## config.mk

```make
export PLATFORM = sky130hd
export DESIGN_NAME = csb_bank
export DESIGN_NICKNAME = d
export VERILOG_FILES = /design/src/design/csb_pkg.sv /design/src/design/csb_bank.sv
export VERILOG_INCLUDE_DIRS = /design/src /design/src/design
export SDC_FILE = /design/constraint.sdc
export NUM_CORES = 1
export LEC_CHECK = 0
export ABC_CLOCK_PERIOD_IN_PS = 6950
export BUFFER_PORTS_ARGS = -buffer_cell sky130_fd_sc_hd__buf_2
export CAP_MARGIN = 20
export CORE_MARGIN = 5
export CORE_UTILIZATION = 35
export CTS_CLUSTER_SIZE = 28
export DETAILED_ROUTE_END_ITERATION = 6
export HOLD_SLACK_MARGIN = 0.08
export SETUP_SLACK_MARGIN = 0.5
export SYNTH_ARGS = -nofsm -noshare
export SYNTH_HDL_FRONTEND = slang
export SYNTH_SLANG_ARGS = --single-unit
export TNS_END_PERCENT = 10
```

## constraint.sdc

```tcl
create_clock -name clock -period 6.95 [get_ports clock]
set_input_delay 0.3475 -clock clock [delete_from_list [all_inputs] [get_ports clock]]
set_output_delay 0.3475 -clock clock [all_outputs]
set_load 0.01 [all_outputs]
```

## src/design/csb_defines.svh

```systemverilog
/*
 register map constants for the channel/setup configuration bank.
 assumes a six-bit register address from the command decoder outside.
*/
`ifndef CSB_DEFINES_SVH
`define CSB_DEFINES_SVH
`define CSB_AW             6
`define CSB_DW             24
`define CSB_ADDR_CONVMODE  6'h01
`define CSB_ADDR_INTERFACE_MODE_CONTROL    6'h02
`define CSB_ADDR_CHAN0     6'h10
`define CSB_ADDR_SETUP0    6'h20
`define CSB_ADDR_FILT0     6'h28
`define CSB_ADDR_OFFS0     6'h30
`define CSB_ADDR_GAIN_COEFFICIENT_0     6'h38
`define CSB_RST_CONVMODE   16'h2000
`define CSB_RST_INTERFACE_MODE_CONTROL     16'h0000
`define CSB_RST_CHAN0      16'h8001
`define CSB_RST_CHANN      16'h0001
`define CSB_RST_SETUP      16'h1000
`define CSB_RST_FILT       16'h0500
`define CSB_RST_OFFS       24'h800000
`define CSB_RST_GAIN       24'h555550
`define CSB_MASK_CHAN      16'hf3ff
`define CSB_MASK_SETUP     16'h1f30
`define CSB_MASK_FILT      16'h9f7f
`define CSB_MASK_CONVMODE  16'ha07c
`define CSB_MASK_INTERFACE_MODE_CONTROL    16'h1fe5
`define CSB_CH_EN_BIT      15
`define CSB_SEL_HI         14
`define CSB_SEL_LO         12
`define CSB_IN_HI          9
`define CSB_CODING_BIT     12
`define CSB_REFBUFP_BIT    11
`define CSB_REFBUFN_BIT    10
`define CSB_INBUF_HI       9
`define CSB_INBUF_LO       8
`define CSB_REFSEL_HI      5
`define CSB_REFSEL_LO      4
`define CSB_ORDER_HI       6
`define CSB_ORDER_LO       5
`define CSB_ODR_HI         4
`define CSB_MODE_HI        6
`define CSB_MODE_LO        4
`define CSB_CLKSEL_HI      3
`define CSB_CLKSEL_LO      2
`define CSB_REFEN_BIT      15
`define CSB_CONT_READ_BIT  7
`define CSB_DATASTAT_BIT   6
`define CSB_CRCEN_BIT      2
`define CSB_SHORT_WORD_BIT 0
`endif

```

## src/design/csb_pkg.sv

```systemverilog
/*
 types for the channel/setup configuration bank.
 assumes csb_defines.svh is compiled with it.
*/
`default_nettype none
package csb_pkg;
    typedef enum logic [1:0] {
        CSB_IDLE = 2'b00,
        CSB_SCAN = 2'b01
    } csb_seq_t;
    typedef struct packed {
        logic [15:0][15:0] chan;
        logic [7:0][15:0]  setup;
        logic [7:0][15:0]  filt;
        logic [7:0][23:0]  offs;
        logic [7:0][23:0]  gain;
        logic [15:0]       convmode;
        logic [15:0]       interface_mode_control;
        logic [23:0]       rdata;
        logic              rvalid;
        logic [3:0]        cur;
        logic              cur_valid;
        csb_seq_t          seq;
        logic [2:0]        cur_setup;
        logic [9:0]        cur_input;
    } csb_state_t;
endpackage
`default_nettype wire

```

## src/design/csb_bank.sv

```systemverilog
/*
 channel/setup configuration bank with channel sequencer.
 assumes the serial command decoder delivers the six-bit register
 address with one-cycle write and read strobes on the same clock.
*/
`timescale 1ns/1ps
`include "csb_defines.svh"
`default_nettype none
module csb_bank #(
    parameter logic [23:0] GAIN_RESET = `CSB_RST_GAIN // device-specific
) (
    input  wire logic        clock,       // 25 MHz clock
    input  wire logic        resetn,      // async reset, active low
    input  wire logic        clk_en,      // freezes all state when low
    input  wire logic [5:0]  reg_addr,    // register address field
    input  wire logic        wr_stb,      // one-cycle write strobe
    input  wire logic [23:0] wr_data,     // write data, low aligned
    input  wire logic        rd_stb,      // one-cycle read strobe
    input  wire logic        step,        // conversion done, advance
    output logic [23:0]      rd_data,     // read data, held
    output logic             rd_valid,    // read data pulse
    output logic [3:0]       active_chan, // channel being converted
    output logic             active_valid,// a channel is enabled
    output logic [2:0]       active_setup,// setup of active channel
    output logic [9:0]       active_input,// input pair of active chan
    output logic [15:0]      conv_mode,   // converter mode register
    output logic [15:0]      if_mode      // interface mode register
);
    csb_pkg::csb_state_t q, d;

    // next enabled channel after cur, wrapping round to cur itself last; 5'h10 = none
    // fixed sixteen-step search, so its depth never depends on data
    function automatic logic [4:0] next_en(input logic [15:0] en,
                                           input logic [3:0]  cur);
        logic [4:0] r;
        logic [3:0] idx;
        r = 5'h10;
        for (int k = 16; k >= 1; k--)
        begin
            idx = cur + 4'(k);
            if (en[idx])
                r = {1'b0, idx};
        end
        return r;
    endfunction

    logic [15:0] en_vec;
    logic [4:0]  nxt;
    logic        grp_hit;
    logic [2:0]  grp_idx;

    // gather the channel enable bits
    always_comb
    begin
        for (int c = 0; c < 16; c++)
            en_vec[c] = q.chan[c][`CSB_CH_EN_BIT];
    end

    // state update: register writes, reads and sequencer
    always_comb
    begin
        d = q;
        d.rvalid = 1'b0;
        grp_idx = reg_addr[2:0];
        grp_hit = 1'b0;
        if (wr_stb)
        begin
            // low fields stored as given, reserved bits forced to zero
            case (reg_addr)
                `CSB_ADDR_CONVMODE:
                    d.convmode = wr_data[15:0] & `CSB_MASK_CONVMODE;
                `CSB_ADDR_INTERFACE_MODE_CONTROL:
                    d.interface_mode_control = wr_data[15:0] & `CSB_MASK_INTERFACE_MODE_CONTROL;
                default:
                begin
                    if (reg_addr[5:4] == 2'b01)
                        d.chan[reg_addr[3:0]] =
                            wr_data[15:0] & `CSB_MASK_CHAN;
                    else if (reg_addr[5:4] == 2'b10)
                    begin
                        grp_hit = 1'b1;
                        if (!reg_addr[3])
                            d.setup[grp_idx] =
                                wr_data[15:0] & `CSB_MASK_SETUP;
                        else
                            d.filt[grp_idx] =
                                wr_data[15:0] & `CSB_MASK_FILT;
                    end
                    else if (reg_addr[5:4] == 2'b11)
                    begin
                        if (!reg_addr[3])
                            d.offs[grp_idx] = wr_data;
                        else
                            d.gain[grp_idx] = wr_data;
                    end
                end
            endcase
        end
        if (rd_stb)
        begin
            d.rvalid = 1'b1;
            // unmapped addresses read as zero
            // reads look at q, so a same-cycle write shows next time
            case (reg_addr[5:4])
                2'b00:
                    d.rdata = (reg_addr == `CSB_ADDR_CONVMODE)
                        ? {8'h00, q.convmode}
                        : (reg_addr == `CSB_ADDR_INTERFACE_MODE_CONTROL)
                        ? {8'h00, q.interface_mode_control} : 24'h000000;
                2'b01: d.rdata = {8'h00, q.chan[reg_addr[3:0]]};
                2'b10: d.rdata = reg_addr[3] ? {8'h00, q.filt[grp_idx]}
                                             : {8'h00, q.setup[grp_idx]};
                default: d.rdata = reg_addr[3] ? q.gain[grp_idx]
                                               : q.offs[grp_idx];
            endcase
        end
        // sequencer: hop to next enabled channel on each step
        // a disabled current channel is left without waiting for a
        // step, so a channel switched off gets no further conversion
        nxt = next_en(en_vec, q.cur);
        case (q.seq)
            csb_pkg::CSB_IDLE:
            begin
                if (!nxt[4])
                begin
                    d.cur = nxt[3:0];
                    d.seq = csb_pkg::CSB_SCAN;
                end
            end
            csb_pkg::CSB_SCAN:
            begin
                if (nxt[4])
                    d.seq = csb_pkg::CSB_IDLE;
                else if (!en_vec[q.cur] || step)
                    d.cur = nxt[3:0];
            end
            default: d.seq = csb_pkg::CSB_IDLE;
        endcase
        d.cur_valid = (d.seq == csb_pkg::CSB_SCAN);
        // any channel may select any setup and input pair
        d.cur_setup = q.chan[d.cur][`CSB_SEL_HI:`CSB_SEL_LO];
        d.cur_input = q.chan[d.cur][`CSB_IN_HI:0];
        if (grp_hit)
            d.cur_setup = d.cur_setup; // group writes take effect next
    end

    // state register with reset values and clock enable
    always_ff @(posedge clock or negedge resetn)
    begin
        if (!resetn)
        begin
            for (int c = 0; c < 16; c++)
                q.chan[c] <= (c == 0) ? `CSB_RST_CHAN0
                                      : `CSB_RST_CHANN;
            for (int s = 0; s < 8; s++)
            begin
                q.setup[s] <= `CSB_RST_SETUP;
                q.filt[s]  <= `CSB_RST_FILT;
                q.offs[s]  <= `CSB_RST_OFFS;
                q.gain[s]  <= GAIN_RESET;
            end
            q.convmode  <= `CSB_RST_CONVMODE;
            q.interface_mode_control    <= `CSB_RST_INTERFACE_MODE_CONTROL;
            q.rdata     <= 24'h000000;
            q.rvalid    <= 1'b0;
            q.cur       <= 4'h0;
            q.cur_valid <= 1'b0;
            q.seq       <= csb_pkg::CSB_IDLE;
            q.cur_setup <= 3'h0;
            q.cur_input <= 10'h000;
        end
        else if (clk_en)
            q <= d;
    end

    // outputs straight from the state flops
    assign rd_data      = q.rdata;
    assign rd_valid     = q.rvalid;
    assign active_chan  = q.cur;
    assign active_valid = q.cur_valid;
    assign active_setup = q.cur_setup;
    assign active_input = q.cur_input;
    assign conv_mode    = q.convmode;
    assign if_mode      = q.interface_mode_control;

    // per-setup fields split out for the converter core; each setup
    // drives its own buffers, so no field is shared between setups
    wire [7:0]      coding_bits;  // 1 = bipolar coding
    wire [7:0]      refbuf_p;     // positive reference buffer on
    wire [7:0]      refbuf_n;     // negative reference buffer on
    wire [7:0]      inbuf_any;    // either input buffer on
    wire [7:0][1:0] ref_src;      // reference source choice
    wire [7:0][1:0] filt_order;   // filter order choice
    wire [7:0][4:0] filt_rate;    // output rate code
    genvar gs;
    generate
        for (gs = 0; gs < 8; gs++)
        begin : g_setup
            assign coding_bits[gs] = q.setup[gs][`CSB_CODING_BIT];
            assign refbuf_p[gs]    = q.setup[gs][`CSB_REFBUFP_BIT];
            assign refbuf_n[gs]    = q.setup[gs][`CSB_REFBUFN_BIT];
            assign inbuf_any[gs]   =
                |q.setup[gs][`CSB_INBUF_HI:`CSB_INBUF_LO];
            assign ref_src[gs]     =
                q.setup[gs][`CSB_REFSEL_HI:`CSB_REFSEL_LO];
            assign filt_order[gs]  =
                q.filt[gs][`CSB_ORDER_HI:`CSB_ORDER_LO];
            assign filt_rate[gs]   = q.filt[gs][`CSB_ODR_HI:0];
        end
    endgenerate

    // converter mode fields; the reference source choice stays per setup
    wire [2:0] conv_op    = q.convmode[`CSB_MODE_HI:`CSB_MODE_LO];
    wire [1:0] clock_src  = q.convmode[`CSB_CLKSEL_HI:`CSB_CLKSEL_LO];
    wire       ref_int_en = q.convmode[`CSB_REFEN_BIT];

    // interface mode fields handed on to the serial side
    wire continuous_read_enable = q.interface_mode_control[`CSB_CONT_READ_BIT];
    wire data_stat_en           = q.interface_mode_control[`CSB_DATASTAT_BIT];
    wire crc_en                 = q.interface_mode_control[`CSB_CRCEN_BIT];
    wire short_word_length      = q.interface_mode_control[`CSB_SHORT_WORD_BIT];

    // reset values: seen at the first edge after release, while the
    // flops still hold what the reset branch loaded
    a_ch0_reset: assert property (@(posedge clock)
        $rose(resetn) |-> q.chan[0] == `CSB_RST_CHAN0)
        else $error("channel 0 reset value wrong");
    a_mode_reset: assert property (@(posedge clock)
        $rose(resetn) |-> conv_mode == `CSB_RST_CONVMODE
        && if_mode == `CSB_RST_INTERFACE_MODE_CONTROL && q.filt[0] == `CSB_RST_FILT)
        else $error("mode reset wrong");
    a_coding_reset: assert property (@(posedge clock)
        $rose(resetn) |-> coding_bits == 8'hff)
        else $error("setup coding reset wrong");
    a_offs_reset: assert property (@(posedge clock)
        $rose(resetn) |-> q.offs[7] == `CSB_RST_OFFS)
        else $error("offset reset wrong");
    a_gain_digit: assert property (@(posedge clock)
        $rose(resetn) |-> q.gain[7][23:20] == 4'h5)
        else $error("gain reset leading digit wrong");
    a_field_reset: assert property (@(posedge clock)
        $rose(resetn) |-> inbuf_any == 8'h00 && refbuf_p == 8'h00
        && refbuf_n == 8'h00 && ref_src == 16'h0000
        && filt_order == 16'h0000 && filt_rate == 40'h0000000000)
        else $error("setup field reset wrong");
    a_mode_fields: assert property (@(posedge clock)
        $rose(resetn) |-> conv_op == 3'h0 && clock_src == 2'h0
        && !ref_int_en && !continuous_read_enable && !data_stat_en
        && !crc_en && !short_word_length)
        else $error("mode field reset wrong");

    // writes: the masked word lands one cycle after the strobe; a read
    // in the same cycle does not disturb it
    a_offs_write: assert property (
        @(posedge clock) disable iff (!resetn)
        clk_en && wr_stb && reg_addr[5:3] == 3'b110
        |=> q.offs[$past(reg_addr[2:0])] == $past(wr_data))
        else $error("offset write lost");
    a_gain_write: assert property (
        @(posedge clock) disable iff (!resetn)
        clk_en && wr_stb && reg_addr[5:3] == 3'b111
        |=> q.gain[$past(reg_addr[2:0])] == $past(wr_data))
        else $error("gain write lost");
    a_chan_write: assert property (
        @(posedge clock) disable iff (!resetn)
        clk_en && wr_stb && reg_addr[5:4] == 2'b01
        |=> q.chan[$past(reg_addr[3:0])]
            == ($past(wr_data[15:0]) & `CSB_MASK_CHAN))
        else $error("channel write lost");
    a_setup_write: assert property (
        @(posedge clock) disable iff (!resetn)
        clk_en && wr_stb && reg_addr[5:3] == 3'b100
        |=> q.setup[$past(reg_addr[2:0])]
            == ($past(wr_data[15:0]) & `CSB_MASK_SETUP))
        else $error("setup write lost");
    a_filt_write: assert property (
        @(posedge clock) disable iff (!resetn)
        clk_en && wr_stb && reg_addr[5:3] == 3'b101
        |=> q.filt[$past(reg_addr[2:0])]
            == ($past(wr_data[15:0]) & `CSB_MASK_FILT))
        else $error("filter write lost");
    a_convmode_write: assert property (
        @(posedge clock) disable iff (!resetn)
        clk_en && wr_stb && reg_addr == `CSB_ADDR_CONVMODE
        |=> conv_mode == ($past(wr_data[15:0]) & `CSB_MASK_CONVMODE))
        else $error("mode write lost");
    a_interface_mode_control_write: assert property (
        @(posedge clock) disable iff (!resetn)
        clk_en && wr_stb && reg_addr == `CSB_ADDR_INTERFACE_MODE_CONTROL
        |=> if_mode == ($past(wr_data[15:0]) & `CSB_MASK_INTERFACE_MODE_CONTROL))
        else $error("interface mode write lost");

    // reads: valid for one cycle; the data is the word from before any
    // same-cycle write
    a_chan_read: assert property (
        @(posedge clock) disable iff (!resetn)
        clk_en && rd_stb && reg_addr[5:4] == 2'b01
        |=> rd_valid && rd_data == {8'h00, $past(q.chan[reg_addr[3:0]])})
        else $error("channel read wrong");
    a_unmapped_read: assert property (
        @(posedge clock) disable iff (!resetn)
        clk_en && rd_stb && reg_addr[5:4] == 2'b00
        && reg_addr != `CSB_ADDR_CONVMODE && reg_addr != `CSB_ADDR_INTERFACE_MODE_CONTROL
        |=> rd_valid && rd_data == 24'h000000)
        else $error("unmapped read not zero");
    a_rd_pulse: assert property (
        @(posedge clock) disable iff (!resetn)
        clk_en && !rd_stb |=> !rd_valid)
        else $error("read valid held too long");

    // sequencer: a disabled current channel is left at once, a step
    // hops to the next enabled one
    a_seq_enabled: assert property (
        @(posedge clock) disable iff (!resetn)
        clk_en && active_valid && !en_vec[active_chan]
        |=> !active_valid || active_chan != $past(active_chan))
        else $error("sequencer stayed on disabled channel");
    a_seq_step: assert property (
        @(posedge clock) disable iff (!resetn)
        clk_en && q.seq == csb_pkg::CSB_SCAN && step && !nxt[4]
        |=> active_chan == $past(nxt[3:0]))
        else $error("sequencer skipped wrong");
    a_setup_mask: assert property (
        @(posedge clock) disable iff (!resetn)
        (q.setup[0] & ~`CSB_MASK_SETUP) == 16'h0000)
        else $error("setup reserved bits set");

    // clock enable low must leave every flop untouched
    a_freeze_hold: assert property (
        @(posedge clock) disable iff (!resetn)
        !clk_en |=> $stable(q))
        else $error("state moved while frozen");

    // main scenarios: wrap-around, coefficient write, idle bank, a skip
    // over a disabled current channel, and an input buffer in use
    c_scan_wrap: cover property (@(posedge clock)
        active_valid && active_chan == 4'hf ##1 active_chan == 4'h0);
    c_gain_wr: cover property (@(posedge clock)
        wr_stb && reg_addr[5:3] == 3'b111);
    c_idle: cover property (@(posedge clock) resetn && !active_valid);
    c_skip_off: cover property (@(posedge clock)
        active_valid && !en_vec[active_chan] && !step);
    c_inbuf_on: cover property (@(posedge clock) inbuf_any != 8'h00);
endmodule // csb_bank
`default_nettype wire

```

==> metrics.txt, run 1 <==
area leader, netlist dfrtp_1; DRT Pass-1 Iters 6; critical path arrival between 6 and 7 ns; CTS tree built; crit start category register; WL met3 6.69 mm; RSZ-0062 raised after global routing false; GRT Util Overall 0.182; drc violations 0; Min-Delay Path Class in2reg; first-pass GRT wire length 176 mm; vias in the first global route 26200; metal2 WL about 55 mm; Pleak between 20 and 25 nW; critical path capture point type register; Finish-stage setup viols 0; most frequent cells in the layout mux2_2, dfrtp_1, mux4_2, dfstp_2, nand2_1; Initial Utilization 0.352; per-cell routed wire length ~25 µm; largest net degree at the start of global routing 177; FMAX 180 MHz; pre-CTS WS between 1.5 and 2 ns; Die W 357 µm; fin util 0.392; routed vias between 20000 and 30000; Die Y 357 µm; Post-Syn Area per Cell 14.2 µm²; async set-reset flop share out of synthesis 1.00; worst-path fanout max 17; critical setup path kind reg2reg; Mapped Area 42200 µm²; critical path's slowest cell nor3_1; power density cells 371 nW/µm²; EDFF count, synth 0; Worst-path clk slew 0.07 ns; Post-synth top flop dfrtp_1; global placer's final weighted congestion 0.890; Synth Instances slightly below 3000; max layer used met5; post-route setup slack 1.40 ns; placed inst area ~44000 µm²; min Tclk post-route 5.55 ns; fillers about 11000; worst hold slack 0.133 ns; share of cells above drive strength 1 0.525; register area share after synthesis 0.496; top-area cell type share of the netlist area 0.415; port bufs 95; I/O pins 111; CTS buffer count 88; Final Hold Viols 0; Final period util 0.798; Critical Path RT 7.45 ns; CTS sink cnt between 800 and 900; DR iter-0 viols 2022; commonest non-fill, non-tap cell in the layout mux2_2; clk buf depth 3; CTS resizes 0; antenna violations before repair 4; worst path buffer plus inverter count 2; TNS Setup 0 ns; clock skew 0.0551 ns; Core ar. about 120000 µm²; clk root buf clkbuf_16; final slew viol count 0; drt via density 5.57; Routed WL 116 mm; Row Count 127; layout overhead on the synthesized area 11.4%; Clk Latency, worst-skew pair 0.69 ns; Yosys reg bits 830; Non-Filler Instances 4591; Total Power about 17 mW; worst vdd ir 692 µV; status finished clean; dpl hpwl 70.4 mm; Final ANT Viol Nets 0; Worst Max-Slew Pin Slew 1.12 ns; Area contributors post-synth dfrtp_1, mux2_2, mux4_2; grt total ovfl 0; met1 wire length between 50 and 60 mm; YS warnings 0; Max-Cap Viols 0; postcts setup bufs 0; CP max stage delay 0.86 ns; crit-path cells inv_1, ha_1, inv_1, nand2_1, o22ai_1, nor3_1, or4_1, a21oi_1, a2111oi_0, and4_1, or2_1, nand2_1, o2111ai_1, o211ai_1; Clock H-tree levels 3; fin nets 2950; post-synth cell types 72; cell area after layout 47000 µm²; Slew HR 0.249; Placed Cells incl. Taps 4422; crit-path leading delay family simple AND/OR/NAND/NOR gates; die area 128000 µm²
## where the power goes
| part | switching (mW) | leakage, nW | total (mW) | internal [mW] |
|---|---|---|---|---|
| Combinational | 4.31 | 8.96 | 7.00 | 2.70 |
| Clock | 2.07 | 1.52 | 4.95 | 2.88 |
| Sequential | 0.246 | 10.9 | 5.48 | 5.23 |
| Total | 6.62 | 21.4 | 17.4 | 10.8 |
## what timing repair did
item	in CTS	in global routing
hold endpoints to repair	78	0
hold buffers	1	0
endpoints found under the setup margin	0	0
## area by class of cell
type / count / area [µm²] / share of cell area
clock inverters: 31 / 452 / 0.00961
clock buffers: 134 / 2650 / 0.0563
diodes: 2 / 5.00 / 0.000106
flip-flops and latches: 830 / 20900 / 0.445
well taps: 1612 / 2020 / 0.0429
multi-input cells: 1788 / 19800 / 0.420
inverters: 37 / 139 / 0.00295
repair buffers: 157 / 1070 / 0.0228
## cells in the mapped netlist, types with 20 or more instances
cell type  count
mux2_2       807
dfrtp_1      700
mux4_2       262
clkbuf_1     200
dfstp_2      130
nand2_1      119
mux2i_1      102
nor2_1        99
buf_4         79
o21ai_0       67
a21oi_1       39
inv_1         35
buf_1         27
nand3_1       27
a221oi_1      24
o211ai_1      20
## flip-flops by register name (all words and copies together) (netlist names)
name          flops
conv_mode         7
filt_order       16
if_mode          10
q               690
rd_valid          1
active_chan       4
rd_data          24
active_valid      1
en_vec           16
active_setup      3
coding_bits       8
filt_rate        40
active_input     10
## path summary, 6_finish.rpt
check                      slack (ns)                       start                           to  cells past startpoint
min reg2reg                      0.48     rd_data[14]$_DFFE_PN0P_      rd_data[14]$_DFFE_PN0P_                      2
max                              1.40  active_chan[1]$_DFFE_PN0P_  active_setup[0]$_DFFE_PN0P_                     14
min in group asynchronous        0.29                      resetn           q[244]$_DFFE_PN0P_                      2
max in group asynchronous        4.85                      resetn  active_input[9]$_DFFE_PN0P_                      4
min                              0.13                 wr_data[22]           q[411]$_DFFE_PN0P_                      2
max reg2reg                      1.40  active_chan[1]$_DFFE_PN0P_  active_setup[0]$_DFFE_PN0P_                     14
## cell families after synthesis
kind of cell	share of synthesized area
buf+inv	0.0405
xor+xnor	0.00267
compound gates	0.0402
other cells	0.0000889
simple gates	0.0352
mux	0.382
flops	0.496
fa+ha+maj	0.00356
## layer usage
layer / global-route usage / vias to the layer above
met5: 0 / -
met4: 0.0370 / 2
met3: 0.0354 / 133
met2: 0.292 / 659
met1: 0.259 / 13900
li1: - / 10900
Note: power is estimated with default switching activity, not from simulation.
==> inputs of run 2 (changes only) <==
- ABC_CLOCK_PERIOD_IN_PS: 6950 -> 5500
- clock period: 6.95 -> 5.5 ns (I/O delays scaled with it)
==> metrics.txt, run 2 (synthesis results as in run 1) <==
status finished clean; FMAX 208 MHz (+16%); Clk Latency, worst-skew pair 0.69 ns (about the same); worst-path fanout max 41 (+24); share of cells above drive strength 1 0.527 (+0.00182); Routed WL 116 mm (about the same); CTS buffer count 89 (+1.1%); antenna violations before repair 3 (-1); Core ar. 120000 µm² (unchanged); Initial Utilization 0.352 (unchanged); fillers 11300 (-1.1%); max reg flops 690 (unchanged); most frequent cells in the layout mux2_2, dfrtp_1, mux4_2, dfstp_2, nand2_1; Worst-path clk slew 0.06 ns (about the same); Die Y 357 µm (unchanged); layout overhead on the synthesized area 12.3%; dpl hpwl 70.8 mm (+0.49%); critical setup path kind reg2reg; Final ANT Viol Nets 0 (unchanged); commonest non-fill, non-tap cell in the layout mux2_2; largest net degree at the start of global routing 157 (-11%); clk root buf clkbuf_16; drt via density 5.58 (+0.25%); clk buf depth 3 (unchanged); final slew viol count 0 (unchanged); min Tclk post-route 4.80 ns (-0.748 ns); Final Hold Viols 0 (unchanged); critical path capture point type register; crit start category register; grt total ovfl 0 (unchanged); DR iter-0 viols 1996 (-1.3%); Finish-stage setup viols 0 (unchanged); CTS tree built; Die W 357 µm (unchanged); Top reg by flops q; die area 128000 µm² (unchanged); CTS sink cnt 830 (unchanged); Slew HR 0.234 (-0.0149); Critical Path RT 6.01 ns (-1.44 ns); worst hold slack 0.147 ns (+0.0134 ns); Worst Max-Slew Pin Slew 1.14 ns (+0.0223 ns); crit-path cells buf_12, mux4_2, mux2i_1, mux2i_1, a211oi_1, inv_2, or4_1, nand3_4, buf_12, mux2_2, a221oi_1, o211ai_1; critical path arrival 5.30 ns (-0.74 ns); Final period util 0.873 (+0.0744); clock skew 0.0555 ns (+0.000354 ns); CP max stage delay 0.69 ns (-0.17 ns); DRT Pass-1 Iters 5 (-1); GRT Util Overall 0.181 (-0.000351); I/O pins 111 (unchanged); fin nets 2990 (+1.4%); first-pass GRT wire length 177 mm (+0.12%); drc violations 0 (unchanged); TNS Setup 0 ns (unchanged); Clock H-tree levels 3 (unchanged); Min-Delay Path Class in2reg; global placer's final weighted congestion 0.901 (+1.3%); Row Count 127 (unchanged); worst vdd ir 943 µV (+36%); port bufs 95 (unchanged); RSZ-0062 raised after global routing true; Pleak 21.6 nW (+0.90%); power density cells 475 nW/µm² (+28%); critical path's slowest cell a211oi_1; Max-Cap Viols 0 (unchanged); per-cell routed wire length 25.1 µm (-0.79%); routed vias 25900 (+1.1%); vias in the first global route 26600 (+1.7%)
## run 2: timing repair
| item | in CTS | in global routing |
|---|---|---|
| endpoints found under the hold margin | 209 | 0 |
| setup endpoints to repair | 1 | 13 |
| resized for setup | 2 | 8 |
| pin swaps | 0 | 1 |
| hold buffers | 9 | 0 |
| setup buffers | 0 | 9 |
## run 2: report_power, final
group	switching [mW]	total, mW	leakage, nW	internal, mW
Combinational	5.46	9.35	9.18	3.89
Sequential	0.308	6.92	10.9	6.61
Clock	2.60	6.23	1.49	3.62
## run 2: routing by layer
| layer | global-route usage | part of all wire | up-vias |
|---|---|---|---|
| li1 | - | - | 11000 |
| met1 | 0.254 | 0.44 | 13900 |
| met2 | 0.289 | 0.47 | 788 |
| met3 | 0.0426 | 0.072 | 157 |
| met4 | 0.0408 | 0.020 | 2 |
| met5 | 0 | 0.00011 | - |
## run 2: critical path: cells and delay by family, from the launching register on
| family | cells | cell delay [ns] |
|---|---|---|
| simple gates | 2 | 0.79 |
| compound gates | 3 | 1.13 |
| flops | 1 | 0.39 |
| mux | 4 | 1.62 |
| buf+inv | 3 | 0.62 |
## run 2: worst paths after layout
check                      slack, ns                  startpoint  depth (start not counted)                           to
hold / removal                  0.15                  wr_data[7]                          3           q[852]$_DFFE_PN0P_
max in group asynchronous       3.84                      resetn                          3        en_vec[5]$_DFFE_PN0P_
hold reg to reg                 0.47      rd_data[4]$_DFFE_PN0P_                          2       rd_data[4]$_DFFE_PN0P_
setup reg to reg                0.70  active_chan[0]$_DFFE_PN0P_                         12  active_input[8]$_DFFE_PN0P_
setup / recovery                0.70  active_chan[0]$_DFFE_PN0P_                         12  active_input[8]$_DFFE_PN0P_
min in group asynchronous       0.20                      resetn                          2           q[309]$_DFFE_PN0P_
## run 2: area by class of cell
cell class	instances	area [µm²]	area share
clock inverter	25	392	0.00826
multi-input combinational	1788	19800	0.418
inverter	37	139	0.00293
timing repair buffer	196	1460	0.0308
sequential	830	20900	0.442
tap	1612	2020	0.0426
antenna	1	2.50	0.0000528
clock buffer	142	2660	0.0561
## run 2: through the flow
stage / instances / worst slack (ns) / total power [mW] / utilization / cell area (µm²)
floorplan: 2980 / 0.526 / 13.3 / - / 42300
global placement: 4443 / 0.622 / 15.9 / 0.368 / 44100
detailed placement: 4444 / 0.548 / 16.0 / 0.368 / 44100
CTS: 4620 / 0.557 / 22.3 / 0.395 / 47300
global route: 4630 / 0.490 / 23.6 / 0.396 / 47400
finish: 4631 / 0.701 / 22.5 / 0.396 / 47400
==> inputs of run 3 (changes only) <==
- CORE_ASPECT_RATIO: not set -> 1.4
- CORE_UTILIZATION: 35 -> 45
==> metrics.txt, run 3 (synthesis results as in run 1) <==
port bufs 95 (unchanged); drt via density 6.14 (+9.9%); Die W 269 µm (-25%); layout overhead on the synthesized area 10.4%; Total Power 22.2 mW (-1.4%); CTS tree built; Finish-stage setup viols 0 (unchanged); footprint of the multi-input gates 19800 µm² (-0.12%); Final ANT Viol Nets 0 (unchanged); min Tclk post-route 4.85 ns (+0.0522 ns); antenna violations before repair 3 (unchanged); grt total ovfl 0 (unchanged); critical path arrival 5.35 ns (+0.05 ns); HP Start wr_data[18]; worst path buffer plus inverter count 4 (+1); Row Count 133 (+4.7%); Max-Cap Viols 0 (unchanged); Final period util 0.882 (+0.00950); drc violations 0 (unchanged); status finished clean; Clk Latency, worst-skew pair 0.63 ns (-0.06 ns); Critical Path RT 6.00 ns (about the same); vias in the first global route 28200 (+5.9%); share of cells above drive strength 1 0.526 (-0.000786); Worst-path clk slew 0.07 ns (about the same); Core ar. 93500 µm² (-22%); reg-to-reg slack, setup 0.65 ns (-0.05 ns); global placer's final weighted congestion 0.881 (-2.2%); GRT Util Overall 0.241 (+0.0590); critical path's slowest cell mux4_2; crit start category register; Worst Hold Depth 2 (-1); crit-path cells inv_1, buf_4, ha_1, mux4_2, a211o_1, a221oi_1, o2111ai_1, nand3_4, buf_4, buf_4, mux2_2, a221oi_1, o211ai_1; CTS buffer count 83 (-6.7%); per-cell routed wire length 28.3 µm (+13%); final slew viol count 0 (unchanged); die area 100000 µm² (-22%); clk root buf clkbuf_16; routed vias 25900 (+0.34%); Top reg by flops q; first-pass GRT wire length 181 mm (+2.8%); Min-Delay Path Class in2reg; TNS Setup 0 ns (unchanged); RR Startpoint active_chan[1]$_DFFE_PN0P_; Final Hold Viols 0 (unchanged); Slew HR 0.250 (+0.0165); critical setup path kind reg2reg; most frequent cells in the layout mux2_2, dfrtp_1, mux4_2, dfstp_2, nand2_1; worst-path fanout max 13 (-68%); Storage cell area 20900 µm² (about the same); crit-path leading delay family compound AO/OA/AOI/OAI gates; Worst R2R End active_input[2]$_DFFE_PN0P_; dpl hpwl 76.2 mm (+7.6%); DR iter-0 viols 2057 (+3.1%); CTS sink cnt 830 (unchanged); Pleak 21.4 nW (-0.49%); CP max stage delay 0.73 ns (+0.04 ns); I/O pins 111 (unchanged); Clock H-tree levels 3 (unchanged); worst vdd ir 497 µV (-47%); DRT Pass-1 Iters 5 (unchanged); fin nets 2993 (+0.10%); fillers 8008 (-29%); path depth of the worst reg2reg path 13 (+1); largest net degree at the start of global routing 181 (+15%); Hold EP q[455]$_DFFE_PN0P_; CP most frequent cell buf_4; Die Y 372 µm (+4.2%); power density cells 476 nW/µm² (+0.28%); commonest non-fill, non-tap cell in the layout mux2_2; critical path capture point type register; max reg flops 690 (unchanged); Initial Utilization 0.451 (+0.0990); Routed WL 120 mm (+3.0%); FMAX 206 MHz (-1.1%); RSZ-0062 raised after global routing false; clk buf depth 3 (unchanged); Worst Max-Slew Pin Slew 1.12 ns (-0.0207 ns); clock skew 0.0225 ns (-0.0329 ns)
-- run 3: changes by cell type in the layout (fill, tap and decap cells not counted), moves of 7 or more --
| cell | delta |
|---|---|
| clkbuf_1 | -10 |
| nand2_1 | +10 |
| nand2_2 | -10 |
| buf_4 | +15 |
| clkinv_2 | +7 |
-- run 3: final cells by class --
| type | instances | area share |
|---|---|---|
| inverters | 37 | 0.00306 |
| multi-input cells | 1789 | 0.424 |
| well taps | 1215 | 0.0326 |
| clock buffers | 124 | 0.0533 |
| repair buffers | 204 | 0.0313 |
| diodes | 1 | 0.0000537 |
| flip-flops and latches | 830 | 0.449 |
| clock inverters | 29 | 0.00636 |
-- run 3: worst max-delay path by stage --
| stage | start | endpoint | slack (ns) | cells after the start |
|---|---|---|---|---|
| 3_5_place_dp | active_chan[0]$_DFFE_PN0P_ | active_input[2]$_DFFE_PN0P_ | 0.41 | 14 |
| 6_report | active_chan[1]$_DFFE_PN0P_ | active_input[2]$_DFFE_PN0P_ | 0.65 | 13 |
| 4_1_cts | active_chan[1]$_DFFE_PN0P_ | active_input[2]$_DFFE_PN0P_ | 0.52 | 14 |
| 5_1_grt | active_chan[1]$_DFFE_PN0P_ | active_input[2]$_DFFE_PN0P_ | 0.54 | 14 |
| 3_3_place_gp | active_chan[0]$_DFFE_PN0P_ | active_input[2]$_DFFE_PN0P_ | 0.46 | 14 |
| 2_1_floorplan | active_chan[1]$_DFFE_PN0P_ | active_input[1]$_DFFE_PN0P_ | 0.53 | 19 |
-- run 3: worst register-to-register path: cells and delay by family, from the launching register on --
kind | cells | cell delay (ns)
AO/OA/AOI/OAI | 5 | 1.65
multiplexers | 2 | 1.06
adder cells (fa/ha/maj) | 1 | 0.71
buffers and inverters | 4 | 0.67
flip-flops | 1 | 0.36
AND/OR/NAND/NOR | 1 | 0.29
-- run 3: through the flow --
stage / worst slack (ns) / hold slack, ns / utilization / instances / cell area, µm²
2_1_floorplan: 0.526 / -0.0206 / - / 2980 / 42300
4_1_cts: 0.516 / 0.0808 / 0.497 / 4224 / 46500
3_5_place_dp: 0.408 / 0.354 / 0.467 / 4065 / 43600
3_3_place_gp: 0.458 / 0.342 / 0.467 / 4065 / 43600
5_1_grt: 0.536 / 0.115 / 0.498 / 4228 / 46600
6_report: 0.649 / 0.110 / 0.498 / 4229 / 46600
-- run 3: per-layer routing --
metal  up-vias  part of all wire  global-route usage
li1      11000                 -                   -
met1     14000              0.40               0.305
met2       763              0.50               0.409
met3       248             0.053              0.0432
met4         2             0.042              0.0977
met5         -           0.00011                   0
-- run 3: power breakdown --
group | switching (mW) | internal, mW | total [mW] | leakage, nW
clock network | 2.41 | 3.37 | 5.78 | 1.37
logic | 5.66 | 3.79 | 9.45 | 9.19
registers | 0.342 | 6.61 | 6.95 | 10.9
-- run 3: repair_timing --
item,4_1_cts,5_1_grt
resized for setup,1,20
setup buffers,0,3
pin swaps,0,1
endpoints found under the setup margin,10,13
cloned,0,1
endpoints found under the hold margin,130,0
hold buffers,6,0
